<file path="src/igcb_params.svh">
// Constants for the general call recognizer and rate generator
// =====================================================================
// Notes on behaviour
// - All-zero byte with write bit is general call
// - General call honoured only while enable bit set
// - Shift eight bits, compare own and general
// - Match: buffer, full flag, flag at ninth fall
// - Ten-bit mode sets update flag; software rewrites
// - Ten-bit general call: no update, data follows
// - Master reload from low seven own bits
// - Buffer write starts the rate generator
// - Generator counts to zero, reloads; rests at zero after byte
// - Decrement on second and fourth phases
// - Master mode reloads generator automatically
// - Finished operation stops clock, SCL holds
`ifndef IGCB_PARAMS_SVH
`define IGCB_PARAMS_SVH

// =====================================================================
// Register byte offsets
`define IGCB_OFF_CTRL 8'h00
`define IGCB_OFF_OWN 8'h04
`define IGCB_OFF_BUF 8'h08
`define IGCB_OFF_STAT 8'h0c
`define IGCB_OFF_MODE 8'h10

// =====================================================================
// Field positions
`define IGCB_GENERAL_CALL_ENABLE_BIT 7
`define IGCB_STAT_BF_BIT 0
`define IGCB_STAT_UA_BIT 1
`define IGCB_STAT_IF_BIT 2
`define IGCB_STAT_FULL_BIT 3
`define IGCB_MODE_MASTER_BIT 0
`define IGCB_MODE_TEN_BIT 1
`define IGCB_RELOAD_BITS 7

// =====================================================================
// Reset values and fixed codes
`define IGCB_RST_CTRL 8'h00
`define IGCB_RST_OWN 8'h00
`define IGCB_RST_MODE 2'h0
`define IGCB_GC_ADDR 8'h00
`define IGCB_TEN_PREFIX 5'h1e

// =====================================================================
// Timing counts
`define IGCB_BYTE_LAST 4'h7
`define IGCB_ACK_CNT 4'h8
`define IGCB_ACK_END 4'h9
`define IGCB_HALF_LAST 5'h11
`define IGCB_DATA_HALVES 5'h10
`define IGCB_PHASE_Q2 2'h1
`define IGCB_PHASE_Q4 2'h3
`define IGCB_FIFO_WIDTH 8
`define IGCB_FIFO_DEPTH 8

`endif

</file>
<file path="src/igcb_pkg.sv">
// Types shared by the general call recognizer and rate generator
package igcb_pkg;

   // =====================================================================
   // Slave receive states
   typedef enum logic [3:0] {
      IGCB_S_IDLE = 4'h1,
      IGCB_S_BYTE = 4'h2,
      IGCB_S_ACK = 4'h4,
      IGCB_S_IGNORE = 4'h8
   } igcb_slave_t;

   // =====================================================================
   // Master clocking states
   typedef enum logic [1:0] {
      IGCB_M_IDLE = 2'h1,
      IGCB_M_RUN = 2'h2
   } igcb_master_t;

   // =====================================================================
   // State of the top module, apart from the receive FIFO
   typedef struct packed {
      logic scl_m;
      logic scl_s;
      logic scl_d;
      logic sda_m;
      logic sda_s;
      logic sda_d;
      logic [7:0] ctrl;
      logic [7:0] own;
      logic [1:0] mode;
      logic ua;
      logic iflag;
      logic bf;
      logic pready;
      logic pslverr;
      logic [31:0] prdata;
      igcb_slave_t st;
      logic [3:0] cnt;
      logic [7:0] shift;
      logic is_addr;
      logic want_low;
      logic ack_drv;
      logic stretch;
      logic pend;
      logic [7:0] pend_byte;
      igcb_master_t m_st;
      logic [1:0] phase;
      logic [6:0] rate_generator;
      logic [4:0] half;
      logic [7:0] txsh;
      logic m_scl_low;
      logic m_sda_low;
      logic scl_oe;
      logic sda_oe;
   } igcb_state_t;

endpackage

</file>
<file path="src/igcb_fifo.sv">
// Small synchronous FIFO with valid and ready on both sides
`timescale 1ns/1ps
module igcb_fifo import igcb_pkg::*; #(
   parameter int WIDTH = 8,
   parameter int DEPTH = 8
) (
   input wire logic ref_clk,
   input wire logic reset,
   input wire logic in_valid,
   output logic in_ready,
   input wire logic [WIDTH-1:0] in_data,
   output logic out_valid,
   input wire logic out_ready,
   output logic [WIDTH-1:0] out_data
);

   localparam int AW = $clog2(DEPTH);

   // =====================================================================
   // Whole state in one record
   typedef struct packed {
      logic [DEPTH-1:0][WIDTH-1:0] mem;
      logic [AW-1:0] wp;
      logic [AW-1:0] rp;
      logic [AW:0] count;
   } igcb_fifo_state_t;

   igcb_fifo_state_t fifo_reg; // Registered state
   igcb_fifo_state_t fifo_next; // Next state
   logic push; // Write accepted
   logic pop; // Read accepted

   // Honest flags from the occupancy count
   assign in_ready = (fifo_reg.count != DEPTH[AW:0]);
   assign out_valid = (fifo_reg.count != '0);
   assign out_data = fifo_reg.mem[fifo_reg.rp];
   assign push = in_valid & in_ready;
   assign pop = out_valid & out_ready;

   // Pointer and count update
   always_comb begin
      fifo_next = fifo_reg;
      if (push) begin
         fifo_next.mem[fifo_reg.wp] = in_data;
         fifo_next.wp = (fifo_reg.wp == AW'(DEPTH - 1)) ? '0 : fifo_reg.wp + 1'b1;
      end
      if (pop) begin
         fifo_next.rp = (fifo_reg.rp == AW'(DEPTH - 1)) ? '0 : fifo_reg.rp + 1'b1;
      end
      if (push & ~pop) begin
         fifo_next.count = fifo_reg.count + 1'b1;
      end else if (pop & ~push) begin
         fifo_next.count = fifo_reg.count - 1'b1;
      end
   end

   // State register
   always_ff @(posedge ref_clk) begin
      if (reset) begin
         fifo_reg <= '0;
      end else begin
         fifo_reg <= fifo_next;
      end
   end

endmodule

</file>
<file path="src/igcb_top.sv">
// Two-wire slave with general call support and master rate generator
`timescale 1ns/1ps
`include "igcb_params.svh"
module igcb_top import igcb_pkg::*; (
   input wire logic ref_clk,
   input wire logic reset,
   input wire logic psel,
   input wire logic penable,
   input wire logic pwrite,
   input wire logic [7:0] paddr,
   input wire logic [31:0] pwdata,
   output logic [31:0] prdata,
   output logic pready,
   output logic pslverr,
   input wire logic scl_i,
   output logic scl_o,
   output logic scl_oe,
   input wire logic sda_i,
   output logic sda_o,
   output logic sda_oe
);

   // =====================================================================
   // State and helper signals
   igcb_state_t state_reg; // Registered state
   igcb_state_t state_next; // Next state
   logic fifo_in_ready; // Receive FIFO can take a byte
   logic fifo_out_valid; // Receive FIFO holds a byte
   logic [7:0] fifo_out_data; // Oldest received byte
   logic fifo_pop; // Software read of the buffer
   logic scl_rise; // Synchronised SCL rising edge
   logic scl_fall; // Synchronised SCL falling edge
   logic start_det; // Start or repeated start seen
   logic stop_det; // Stop seen
   logic q_tick; // Second or fourth phase pulse
   logic apb_setup; // First access cycle
   logic apb_done; // Completing access cycle
   logic [7:0] rx_byte; // Byte including the current bit
   logic gc_hit; // General call recognised
   logic [6:0] reload_val; // Rate generator reload

   // =====================================================================
   // Bus edge and condition detection on the synchronised pins
   assign scl_rise = state_reg.scl_s & ~state_reg.scl_d;
   assign scl_fall = ~state_reg.scl_s & state_reg.scl_d;
   assign start_det = state_reg.scl_s & state_reg.scl_d & state_reg.sda_d & ~state_reg.sda_s;
   assign stop_det = state_reg.scl_s & state_reg.scl_d & ~state_reg.sda_d & state_reg.sda_s;
   assign rx_byte = {state_reg.shift[6:0], state_reg.sda_s};
   // All-zero write address, honoured only while enabled
   assign gc_hit = (rx_byte == `IGCB_GC_ADDR) & state_reg.ctrl[`IGCB_GENERAL_CALL_ENABLE_BIT];
   assign reload_val = state_reg.own[`IGCB_RELOAD_BITS-1:0];

   // Decrement pulses on phases two and four of each instruction cycle
   assign q_tick = (state_reg.phase == `IGCB_PHASE_Q2) | (state_reg.phase == `IGCB_PHASE_Q4);

   // APB phases; the answer comes one cycle into the access phase
   assign apb_setup = psel & penable & ~state_reg.pready;
   assign apb_done = psel & penable & state_reg.pready;
   assign fifo_pop = apb_done & ~pwrite & (paddr == `IGCB_OFF_BUF) & fifo_out_valid;

   // =====================================================================
   // Receive FIFO between the shifter and the buffer register
   igcb_fifo #(
      .WIDTH(`IGCB_FIFO_WIDTH),
      .DEPTH(`IGCB_FIFO_DEPTH)
   ) u_rx_fifo (
      .ref_clk(ref_clk),
      .reset(reset),
      .in_valid(state_reg.pend),
      .in_ready(fifo_in_ready),
      .in_data(state_reg.pend_byte),
      .out_valid(fifo_out_valid),
      .out_ready(fifo_pop),
      .out_data(fifo_out_data)
   );

   // =====================================================================
   // Next-state logic for bus slave, receiver and rate generator
   always_comb begin
      state_next = state_reg;

      // Two-stage pin synchronisers and one delayed copy
      state_next.scl_m = scl_i;
      state_next.scl_s = state_reg.scl_m;
      state_next.scl_d = state_reg.scl_s;
      state_next.sda_m = sda_i;
      state_next.sda_s = state_reg.sda_m;
      state_next.sda_d = state_reg.sda_s;

      // Phase divider, one step per reference cycle
      state_next.phase = state_reg.phase + 2'h1;

      // ---------------------------------------------------------------
      // APB answer: read data and error captured on the first cycle
      state_next.pready = apb_setup;
      if (apb_setup) begin
         state_next.pslverr = 1'b0;
         state_next.prdata = 32'h0;
         case (paddr)
            `IGCB_OFF_CTRL: state_next.prdata[7:0] = state_reg.ctrl;
            `IGCB_OFF_OWN: state_next.prdata[7:0] = state_reg.own;
            `IGCB_OFF_BUF: state_next.prdata[7:0] = fifo_out_data; // Head byte tells address kind
            `IGCB_OFF_STAT: begin
               state_next.prdata[`IGCB_STAT_BF_BIT] = state_reg.bf;
               state_next.prdata[`IGCB_STAT_UA_BIT] = state_reg.ua;
               state_next.prdata[`IGCB_STAT_IF_BIT] = state_reg.iflag;
               state_next.prdata[`IGCB_STAT_FULL_BIT] = ~fifo_in_ready;
            end
            `IGCB_OFF_MODE: state_next.prdata[1:0] = state_reg.mode;
            default: state_next.pslverr = 1'b1; // Unmapped address
         endcase
      end

      // Writes take effect at the completing edge
      if (apb_done & pwrite) begin
         case (paddr)
            `IGCB_OFF_CTRL: state_next.ctrl = pwdata[7:0];
            `IGCB_OFF_OWN: begin
               state_next.own = pwdata[7:0];
               state_next.ua = 1'b0; // Rewrite answers the update request
            end
            `IGCB_OFF_STAT: begin
               if (pwdata[`IGCB_STAT_IF_BIT]) begin
                  state_next.iflag = 1'b0; // Write one to clear
               end
            end
            `IGCB_OFF_MODE: state_next.mode = pwdata[1:0];
            `IGCB_OFF_BUF: begin
               // Master transmit start; ignored while busy
               if (state_reg.mode[`IGCB_MODE_MASTER_BIT] && state_reg.m_st == IGCB_M_IDLE) begin
                  state_next.txsh = pwdata[7:0];
                  state_next.rate_generator = reload_val;
                  state_next.half = 5'h0;
                  state_next.m_st = IGCB_M_RUN;
               end
            end
            default: state_next.ctrl = state_reg.ctrl; // Unmapped, no effect
         endcase
      end

      // Full flag follows the receive buffer contents
      state_next.bf = fifo_out_valid;

      // Pending byte leaves once the FIFO accepts it
      if (state_reg.pend & fifo_in_ready) begin
         state_next.pend = 1'b0;
      end

      // ---------------------------------------------------------------
      // Slave receiver, active only outside master mode
      if (state_reg.mode[`IGCB_MODE_MASTER_BIT]) begin
         state_next.st = IGCB_S_IDLE;
         state_next.ack_drv = 1'b0;
      end else if (start_det) begin
         // Address byte follows every start
         state_next.st = IGCB_S_BYTE;
         state_next.cnt = 4'h0;
         state_next.is_addr = 1'b1;
         state_next.want_low = 1'b0;
         state_next.ack_drv = 1'b0;
      end else if (stop_det) begin
         state_next.st = IGCB_S_IDLE;
         state_next.ack_drv = 1'b0;
      end else begin
         case (state_reg.st)
            IGCB_S_IDLE: begin
               state_next.ack_drv = 1'b0; // Wait for a start
            end
            IGCB_S_BYTE: begin
               if (scl_rise) begin
                  // Sample one bit, MSB first
                  state_next.shift = rx_byte;
                  state_next.cnt = state_reg.cnt + 4'h1;
                  if (state_reg.cnt == `IGCB_BYTE_LAST) begin
                     state_next.st = IGCB_S_IGNORE; // Default: no match
                     if (state_reg.is_addr) begin
                        if (gc_hit) begin
                           // General call, no second half even in ten-bit mode
                           state_next.st = IGCB_S_ACK;
                           state_next.is_addr = 1'b0;
                        end else if (rx_byte[0]) begin
                           state_next.st = IGCB_S_IGNORE; // Reads are not served
                        end else if (state_reg.mode[`IGCB_MODE_TEN_BIT]) begin
                           if (rx_byte[7:3] == `IGCB_TEN_PREFIX && rx_byte[7:1] == state_reg.own[7:1]) begin
                              state_next.st = IGCB_S_ACK;
                              state_next.ua = 1'b1;
                              state_next.want_low = 1'b1;
                              state_next.is_addr = 1'b0;
                           end
                        end else if (rx_byte[7:1] == state_reg.own[7:1]) begin
                           // Own address; a zero byte only matches here
                           state_next.st = IGCB_S_ACK;
                           state_next.is_addr = 1'b0;
                        end
                     end else if (state_reg.want_low) begin
                        // Second half of a ten-bit address
                        if (rx_byte == state_reg.own) begin
                           state_next.st = IGCB_S_ACK;
                           state_next.ua = 1'b1;
                           state_next.want_low = 1'b0;
                        end
                     end else begin
                        state_next.st = IGCB_S_ACK; // Data byte
                     end
                     // Matched byte is copied toward the buffer
                     if (state_next.st == IGCB_S_ACK) begin
                        state_next.pend = 1'b1;
                        state_next.pend_byte = rx_byte;
                     end
                  end
               end
            end
            IGCB_S_ACK: begin
               if (scl_fall) begin
                  if (state_reg.cnt == `IGCB_ACK_CNT) begin
                     // Eighth fall: pull SDA for acknowledge
                     state_next.ack_drv = 1'b1;
                     state_next.cnt = `IGCB_ACK_END;
                  end else begin
                     // Ninth fall: release and raise the flag
                     state_next.ack_drv = 1'b0;
                     state_next.iflag = 1'b1;
                     state_next.cnt = 4'h0;
                     state_next.st = IGCB_S_BYTE;
                  end
               end
            end
            IGCB_S_IGNORE: begin
               state_next.ack_drv = 1'b0; // No flags for unmatched bytes
            end
            default: begin
               state_next.st = IGCB_S_IDLE;
            end
         endcase
      end

      // Hold SCL low while a byte waits for FIFO room
      state_next.stretch = state_next.pend & (state_reg.st == IGCB_S_ACK) & ~state_reg.scl_s;

      // ---------------------------------------------------------------
      // Master rate generator and clocking of one byte plus acknowledge
      case (state_reg.m_st)
         IGCB_M_IDLE: begin
            state_next.m_scl_low = state_reg.m_scl_low; // Hold last SCL state
         end
         IGCB_M_RUN: begin
            if (q_tick) begin
               if (state_reg.rate_generator != 7'h0) begin
                  state_next.rate_generator = state_reg.rate_generator - 7'h1;
               end else if (state_reg.half == `IGCB_HALF_LAST) begin
                  // Acknowledge clock done: stop, generator rests at zero
                  state_next.m_scl_low = 1'b0;
                  state_next.m_st = IGCB_M_IDLE;
                  state_next.rate_generator = 7'h0;
               end else begin
                  // Rollover: automatic reload and next half period
                  state_next.rate_generator = reload_val;
                  state_next.half = state_reg.half + 5'h1;
                  if (~state_reg.half[0]) begin
                     state_next.m_scl_low = 1'b1;
                     if (state_reg.half < `IGCB_DATA_HALVES) begin
                        state_next.m_sda_low = ~state_reg.txsh[7];
                        state_next.txsh = {state_reg.txsh[6:0], 1'b0};
                     end else begin
                        state_next.m_sda_low = 1'b0; // Release for acknowledge
                     end
                  end else begin
                     state_next.m_scl_low = 1'b0;
                  end
               end
            end
         end
         default: begin
            state_next.m_st = IGCB_M_IDLE;
         end
      endcase

      // Open-drain enables, combined for both roles
      state_next.scl_oe = state_next.stretch | state_next.m_scl_low;
      state_next.sda_oe = state_next.ack_drv | state_next.m_sda_low;
   end

   // =====================================================================
   // State register with synchronous reset
   always_ff @(posedge ref_clk) begin
      if (reset) begin
         state_reg <= '0;
         state_reg.scl_m <= 1'b1;
         state_reg.scl_s <= 1'b1;
         state_reg.scl_d <= 1'b1;
         state_reg.sda_m <= 1'b1;
         state_reg.sda_s <= 1'b1;
         state_reg.sda_d <= 1'b1;
         state_reg.ctrl <= `IGCB_RST_CTRL;
         state_reg.own <= `IGCB_RST_OWN;
         state_reg.mode <= `IGCB_RST_MODE;
         state_reg.st <= IGCB_S_IDLE;
         state_reg.m_st <= IGCB_M_IDLE;
      end else begin
         state_reg <= state_next;
      end
   end

   // =====================================================================
   // Outputs straight from the state register
   assign prdata = state_reg.prdata;
   assign pready = state_reg.pready;
   assign pslverr = state_reg.pslverr;
   assign scl_o = 1'b0 & state_reg.scl_oe; // Open drain: drives low only
   assign sda_o = 1'b0 & state_reg.sda_oe;
   assign scl_oe = state_reg.scl_oe;
   assign sda_oe = state_reg.sda_oe;

endmodule
</file>
<file path="config.mk">
export PLATFORM = sky130hd
export DESIGN_NAME = igcb_top
export DESIGN_NICKNAME = d
export VERILOG_FILES = /design/src/igcb_pkg.sv /design/src/igcb_fifo.sv /design/src/igcb_top.sv
export VERILOG_INCLUDE_DIRS = /design/src /design/src/src
export SDC_FILE = /design/constraint.sdc
export NUM_CORES = 1
export LEC_CHECK = 0
export BUFFER_PORTS_ARGS = -buffer_cell sky130_fd_sc_hd__buf_2
export CAP_MARGIN = 25
export CELL_PAD_IN_SITES_DETAIL_PLACEMENT = 0
export CELL_PAD_IN_SITES_GLOBAL_PLACEMENT = 1
export CORE_ASPECT_RATIO = 0.75
export CORE_MARGIN = 2
export CORE_UTILIZATION = 25
export CTS_BUF_LIST = sky130_fd_sc_hd__clkbuf_8
export DETAILED_ROUTE_END_ITERATION = 12
export PLACE_DENSITY_LB_ADDON = 0.05
export SLEW_MARGIN = 15
export SYNTH_ARGS = -nofsm -noshare
export SYNTH_HDL_FRONTEND = slang
export SYNTH_SLANG_ARGS = --single-unit
</file>
<file path="constraint.sdc">
create_clock -name ref_clk -period 3.6 [get_ports ref_clk]
set_input_delay 0.36 -clock ref_clk [delete_from_list [all_inputs] [get_ports ref_clk]]
set_output_delay 0.36 -clock ref_clk [all_outputs]
set_load 0.01 [all_outputs]
</file>
---- After elaboration in Yosys (flattened, before gate mapping) ----
Index checks and enable logic that the tools add are counted.
operators by class
  add/subtract/negate cells ............... 8
  order comparisons ....................... 4
  eq/ne operators ......................... 38
  multiplexer cells ....................... 112
  bitwise logic cells ..................... 38
  reductions and logical operators ........ 26
operators with widths
  kind                                                              count
  20-bit 2-to-1 mux                                                 4
  4-bit 2-to-1 mux                                                  19
  64-bit bitwise mux                                                1
  9-bit 2-to-1 mux                                                  7
  8-bit 2-to-1 mux                                                  5
  1-bit 2-to-1 mux                                                  38
  2-bit 2-to-1 mux                                                  17
  5-bit AND reduction                                               5
  8-bit binary-select mux with 3-bit select                         1
  8-bit demux with 3-bit select                                     1
  4-bit one-hot mux with 3 select lines                             2
  22-bit 2-to-1 mux                                                 1
  1-bit bitwise AND                                                 21
  4-bit != test (second input constant)                             5
  18-bit 2-to-1 mux                                                 1
  8-bit by 4-bit == test with 1-bit output (second input constant)  2
  8-bit logical NOT                                                 2
  15-bit 2-to-1 mux                                                 1
  14-bit 2-to-1 mux                                                 1
  7-bit 2-to-1 mux                                                  2
  1-bit inverter                                                    14
  13-bit 2-to-1 mux                                                 1
  4-bit by 3-bit == test with 1-bit output (second input constant)  3
  5-bit == test (second input constant)                             2
  other kinds (44)                                                  70
word-level totals
  bits in registers ....................... 167
  bits of input ports ..................... 47
  output and inout bits ................... 38

---- Longest topological paths before layout ----
  depth in word-level cells ............... 24
  depth in mapped cells ................... 13

---- Cells and area by module ----
From an unflattened synthesis, not the netlist that was laid out.
unflattened totals
  cell total of the unflattened synthesis .. 856
  area total of the unflattened synthesis .. 8245.4 sq um
by module, submodules not included
  module     times used  cells an instance  area each (sq um)  seq. area each (sq um)
  igcb_top   1           542                4823.4             1841.8
  igcb_fifo  1           314                3422.0             1481.4

---- Worst setup path after synthesis ----
OpenSTA, ideal clock, no wires.
  path kind ............................... input port to flip-flop
  from .................................... input port paddr[1]
  to ...................................... register u_rx_fifo.fifo_reg[3] (netlist name)
  library setup time ...................... 0.070 ns
  data arrival time ....................... 3.260 ns
  data required time ...................... 3.530 ns
  setup slack ............................. 0.270 ns
  stages on the path ...................... 13
  cells stage by stage .................... or4_1 buf_2 or4b_1 nor2_1 nand2_1 ha_1 inv_1 ha_1 a21o_1 a21oi_1 xnor2_1 or3_1 a21oi_1
between the ends
  longest elaborated chain between the ends .. 7
  elaborated cells between the ends (all ways) .. 9
  those cells by class .................... eq/ne: 1; mux: 1; bitwise: 6; reduce/logical: 1
RTL lines
  element                                                        line             RTL
  start: declaration                                             igcb_top.sv:10   input wire logic [7:0] paddr,
  8-bit by 4-bit == test with 1-bit output (*)                   n/a
  1-bit bitwise AND (*) (2 in a row)                             igcb_top.sv:59   assign fifo_pop = apb_done & ~pwrite & (paddr == `IGCB_OFF_BUF) & fifo_out_valid;
  1-bit bitwise AND (*)                                          igcb_fifo.sv:38  assign pop = out_valid & out_ready;
  1-bit inverter                                                 igcb_fifo.sv:50  if (push & ~pop) begin
  1-bit bitwise AND                                              igcb_fifo.sv:50
  4-bit 2-to-1 mux / 2-bit nonzero test (equally long branches)  n/a
  end signal: assignment                                         igcb_fifo.sv:62  fifo_reg <= fifo_next;
  end: declaration                                               igcb_fifo.sv:28  igcb_fifo_state_t fifo_reg;
Mark *: on every way between the ends. The rest lies on a longest branch, timed or not.
A chain may end at the register's enable or synchronous reset.

---- Final worst setup path ----
  from .................................... register state_reg[17] (netlist name)
  to ...................................... register state_reg, in the netlist sda_oe
between the ends
  longest elaborated chain between the ends .. 5
RTL lines
  element                   line             RTL
  start: declaration        igcb_top.sv:25   igcb_state_t state_reg;
  start signal: assignment  igcb_top.sv:300  state_reg <= state_next;
  7-bit nonzero test        igcb_top.sv:248  if (state_reg.rate_generator != 7'h0) begin
  15-bit 2-to-1 mux         igcb_top.sv:248
  22-bit 2-to-1 mux         igcb_top.sv:247  if (q_tick) begin
  1-bit 2-to-1 mux          igcb_top.sv:242  case (state_reg.m_st)
  1-bit bitwise OR          igcb_top.sv:280  state_next.sda_oe = state_next.ack_drv | state_next.m_sda_low;
Every way passes these cells.

==> impl_results.md <==
* Status: completed
* Top cell type's share of synthesized area at 40.2%
* Place WS at just under 200 ps
* Synth Area in Compound Gates at a little under an eighth
* Cell family with most CP delay: simple AND/OR/NAND/NOR gates
* Worst hold path type: input pin to register
* FF-to-FF setup slack at 640 ps
* Synth warn at 0
* Port bufs at 34
* Final WS setup at 645 ps
* Area growth, synth to finish at 10.5%
* Clk sink count at 166
* GPL Wtd Cong at 0.757
* Initial Util at 25.4%
* Mux cell area share after synthesis at 16.7%
* First-pass GRT wire length at 37400 um
* Max_cap viols at 0
* Post-CTS Setup Inserts at 0
* Max clock buf depth at 2
* Drt first-iter violations at 386
* CTS Buf Count at 17
* DRC Markers at 0
* Setup crit end kind: register
* Tmin final at 2960 ps
* LEAKAGE at 3.50 nW
* IO Pins at 85
* Worst Hold Launch: scl_i
* Die area at between 30000 and 40000 sq um
* Root Driver: clkbuf_8
* Pwr/cell area at roughly 380 nW/um^2
* Max FFs per register at 74
* Post-synthesis adder-cell area fraction at 2.66%
* Vias in the first global route at roughly 6000
* CP max FO at 16
* Fin crit share at roughly 80%
* GR Overflow Total at 0
* Avg WL per Cell at 17.9 um
* Worst path max stage delay at 840 ps
* Die Ht at 162 um
* Final slew viol count at 0
* Initial antenna violation count at 0
* Top post-synthesis cells by area: dfxtp_1, mux2i_1, nor2_1
* Final setup violation count at 0
* Largest net degree at the start of global routing at 70
* Worst hold path endpoint: state_next[116]$_SDFF_PP1_
* Crit path launch type: register
* Post-Route WL at between 20000 and 25000 um
* Max H-tree Level at 4
* Critical R2R Launch: state_reg[17]$_SDFF_PP0_
* Die X at 214 um
* Worst reg2reg path endpoint: sda_oe$_SDFF_PP0_
* Cell accounting for the most synthesized area: dfxtp_1
* Clock Skews at 11.3 ps
* Gr usage total at 14.3%
* First drt pass iteration count at 5
* Final TNS setup at 0 ps
* Normalized max-slew margin at 36.6%
* XOR/XNOR Fraction of Synth Area at 2.22%
* Synth top cells by count: dfxtp_1, nor2_1, mux2i_1
* Top-count cell post-synth: dfxtp_1
* Main combinational cell family by area after synthesis: simple AND/OR/NAND/NOR gates
* Vias at 6352
* CP Class: register to register
* Netlist Area Pre-Place at slightly above 8000 sq um
* Diodes inserted at 0
* Final-stage net count at 964
* Drt via density at 4.69
* #FFs+latches synth at 166
* Core area at 32500 sq um
* Design Area, Final at between 9000 and 10000 sq um
* Levels on crit path at 7
* Most used DFF post-synth: dfxtp_1
* Post-synth EDFFs at 0
* Sequential share of the synthesized area at 40.2%
* Reg clk slew, reported paths at 100 ps
* RSZ-0062 raised after global routing: false
* Final Hold Viols at 0
* Slew @ Worst Pin at 946 ps
* Final antenna-violating net count at 0
* Peak VDD IR at 0.191 mV
* Worst path arrival time at about 3400 ps
* Num rows at 57
* Clk_lat worst skew at 490 ps
* Maximum clock rate at 338 MHz
* Simple-Gate Fraction of Synth Area at about a fifth
* Worst R2R Path Depth at 7
* Post-cts repair resize count at 0
* Slowest-stage cell, CP: or4_1
* Avg Inst Size Synth at 9.16 sq um
* Share of cells above drive strength 1 at roughly 16%
* Placed Area at 8730 sq um
* Detailed placement HPWL at 16900 um
* Yosys cell types at 76
* Post-synthesis async set-or-reset flop share at 0%
* Worst Hold Path Cells at 2
* TritonCTS clock tree: built
* Sum of buffers and inverters on the critical path at 1
* Layout fillers at 3453
* Req. time, crit path at 4040 ps
* Post-Syn Instances at 903
* Crit-path cells: inv_1 > ha_1 > or3b_4 > or4_4 > or4_1 > nor3_1 > a311o_2
* CTS Hold Bufs at 0
==> cell type report <==
| cell class | count | area [sq um] | share of cell area, % |
|---|---|---|---|
| multi-input combinational | 641 | 4440 | 48.6 |
| clock buffer | 18 | 248 | 2.71 |
| sequential | 166 | 3320 | 36.4 |
| timing repair buffer | 57 | 345 | 3.78 |
| inverter | 17 | 63.8 | 0.698 |
| tap | 442 | 553 | 6.05 |
| clock inverter | 14 | 164 | 1.79 |
==> through the flow <==
| step | hold slack [ps] | power (mW) | std cells | utilization [%] |
|---|---|---|---|---|
| after detailed placement | 403 | 2.05 | 1323 | 26.8 |
| after floorplan | 389 | 2.02 | 928 | - |
| final | 62.0 | 3.45 | 1355 | 28.1 |
| after CTS | 20.9 | 3.52 | 1355 | 28.1 |
| after global placement | 405 | 2.05 | 1323 | 26.8 |
| after global routing | 26.6 | 3.61 | 1355 | 28.1 |
==> per-layer routing <==
layer / GRT usage [%] / up-vias / share of wire [%]
li1: - / 3128 / -
met1: 21.1 / 3124 / 53
met2: 21.0 / 90 / 42
met3: 3.33 / 10 / 3.4
met4: 2.94 / 0 / 0.66
met5: 0 / - / 0
==> kinds of logic (layout without fill, tap and decap cells) <==
group                    after synthesis  in the layout
AND/OR/NAND/NOR                      321            321
flip-flops                           166            166
AO/OA/AOI/OAI                        139            139
buffers and inverters                121            106
multiplexers                         117            117
XOR/XNOR                              21             21
adder cells (fa/ha/maj)               17             17
other                                  1             26
==> where the power goes <==
part           switching (mW)  internal [mW]
clock network           0.786          0.655
logic                   0.105         0.0415
registers              0.0131           1.85
==> layout by cell type (no fill, tap or decap), drive strengths merged, types with 3 or more instances in the layout <==
cell type,instances
dfxtp,166
nor2,129
mux2i,94
nand2,66
buf,57
a21oi,52
conb,26
nand3,24
inv,23
nor3,22
o21ai,22
clkbuf,18
mux4,16
ha,16
a311oi,16
xnor2,14
nand4,14
o31ai,12
or2,10
nand4b,8
mux2,7
a211oi,7
xor2,7
a31oi,5
nor4b,5
nor4,5
nand2b,4
nor2b,4
or4,4
and3,4
or3,4
clkinv,4
a32oi,3
a21o,3
and4b,3
and2,3
==> worst max-delay path by stage <==
stage | from | end
after floorplan | paddr[1] | u_rx_fifo.fifo_reg[3]$_SDFFE_PP0P_
after global placement | paddr[1] | u_rx_fifo.fifo_reg[3]$_SDFFE_PP0P_
after detailed placement | paddr[1] | u_rx_fifo.fifo_reg[3]$_SDFFE_PP0P_
after CTS | u_rx_fifo.fifo_reg[0]$_SDFFE_PP0P_ | u_rx_fifo.fifo_reg[3]$_SDFFE_PP0P_
after global routing | u_rx_fifo.fifo_reg[0]$_SDFFE_PP0P_ | u_rx_fifo.fifo_reg[3]$_SDFFE_PP0P_
final | state_reg[17]$_SDFF_PP0_ | sda_oe$_SDFF_PP0_
Note: power is estimated with default switching activity, not from simulation.
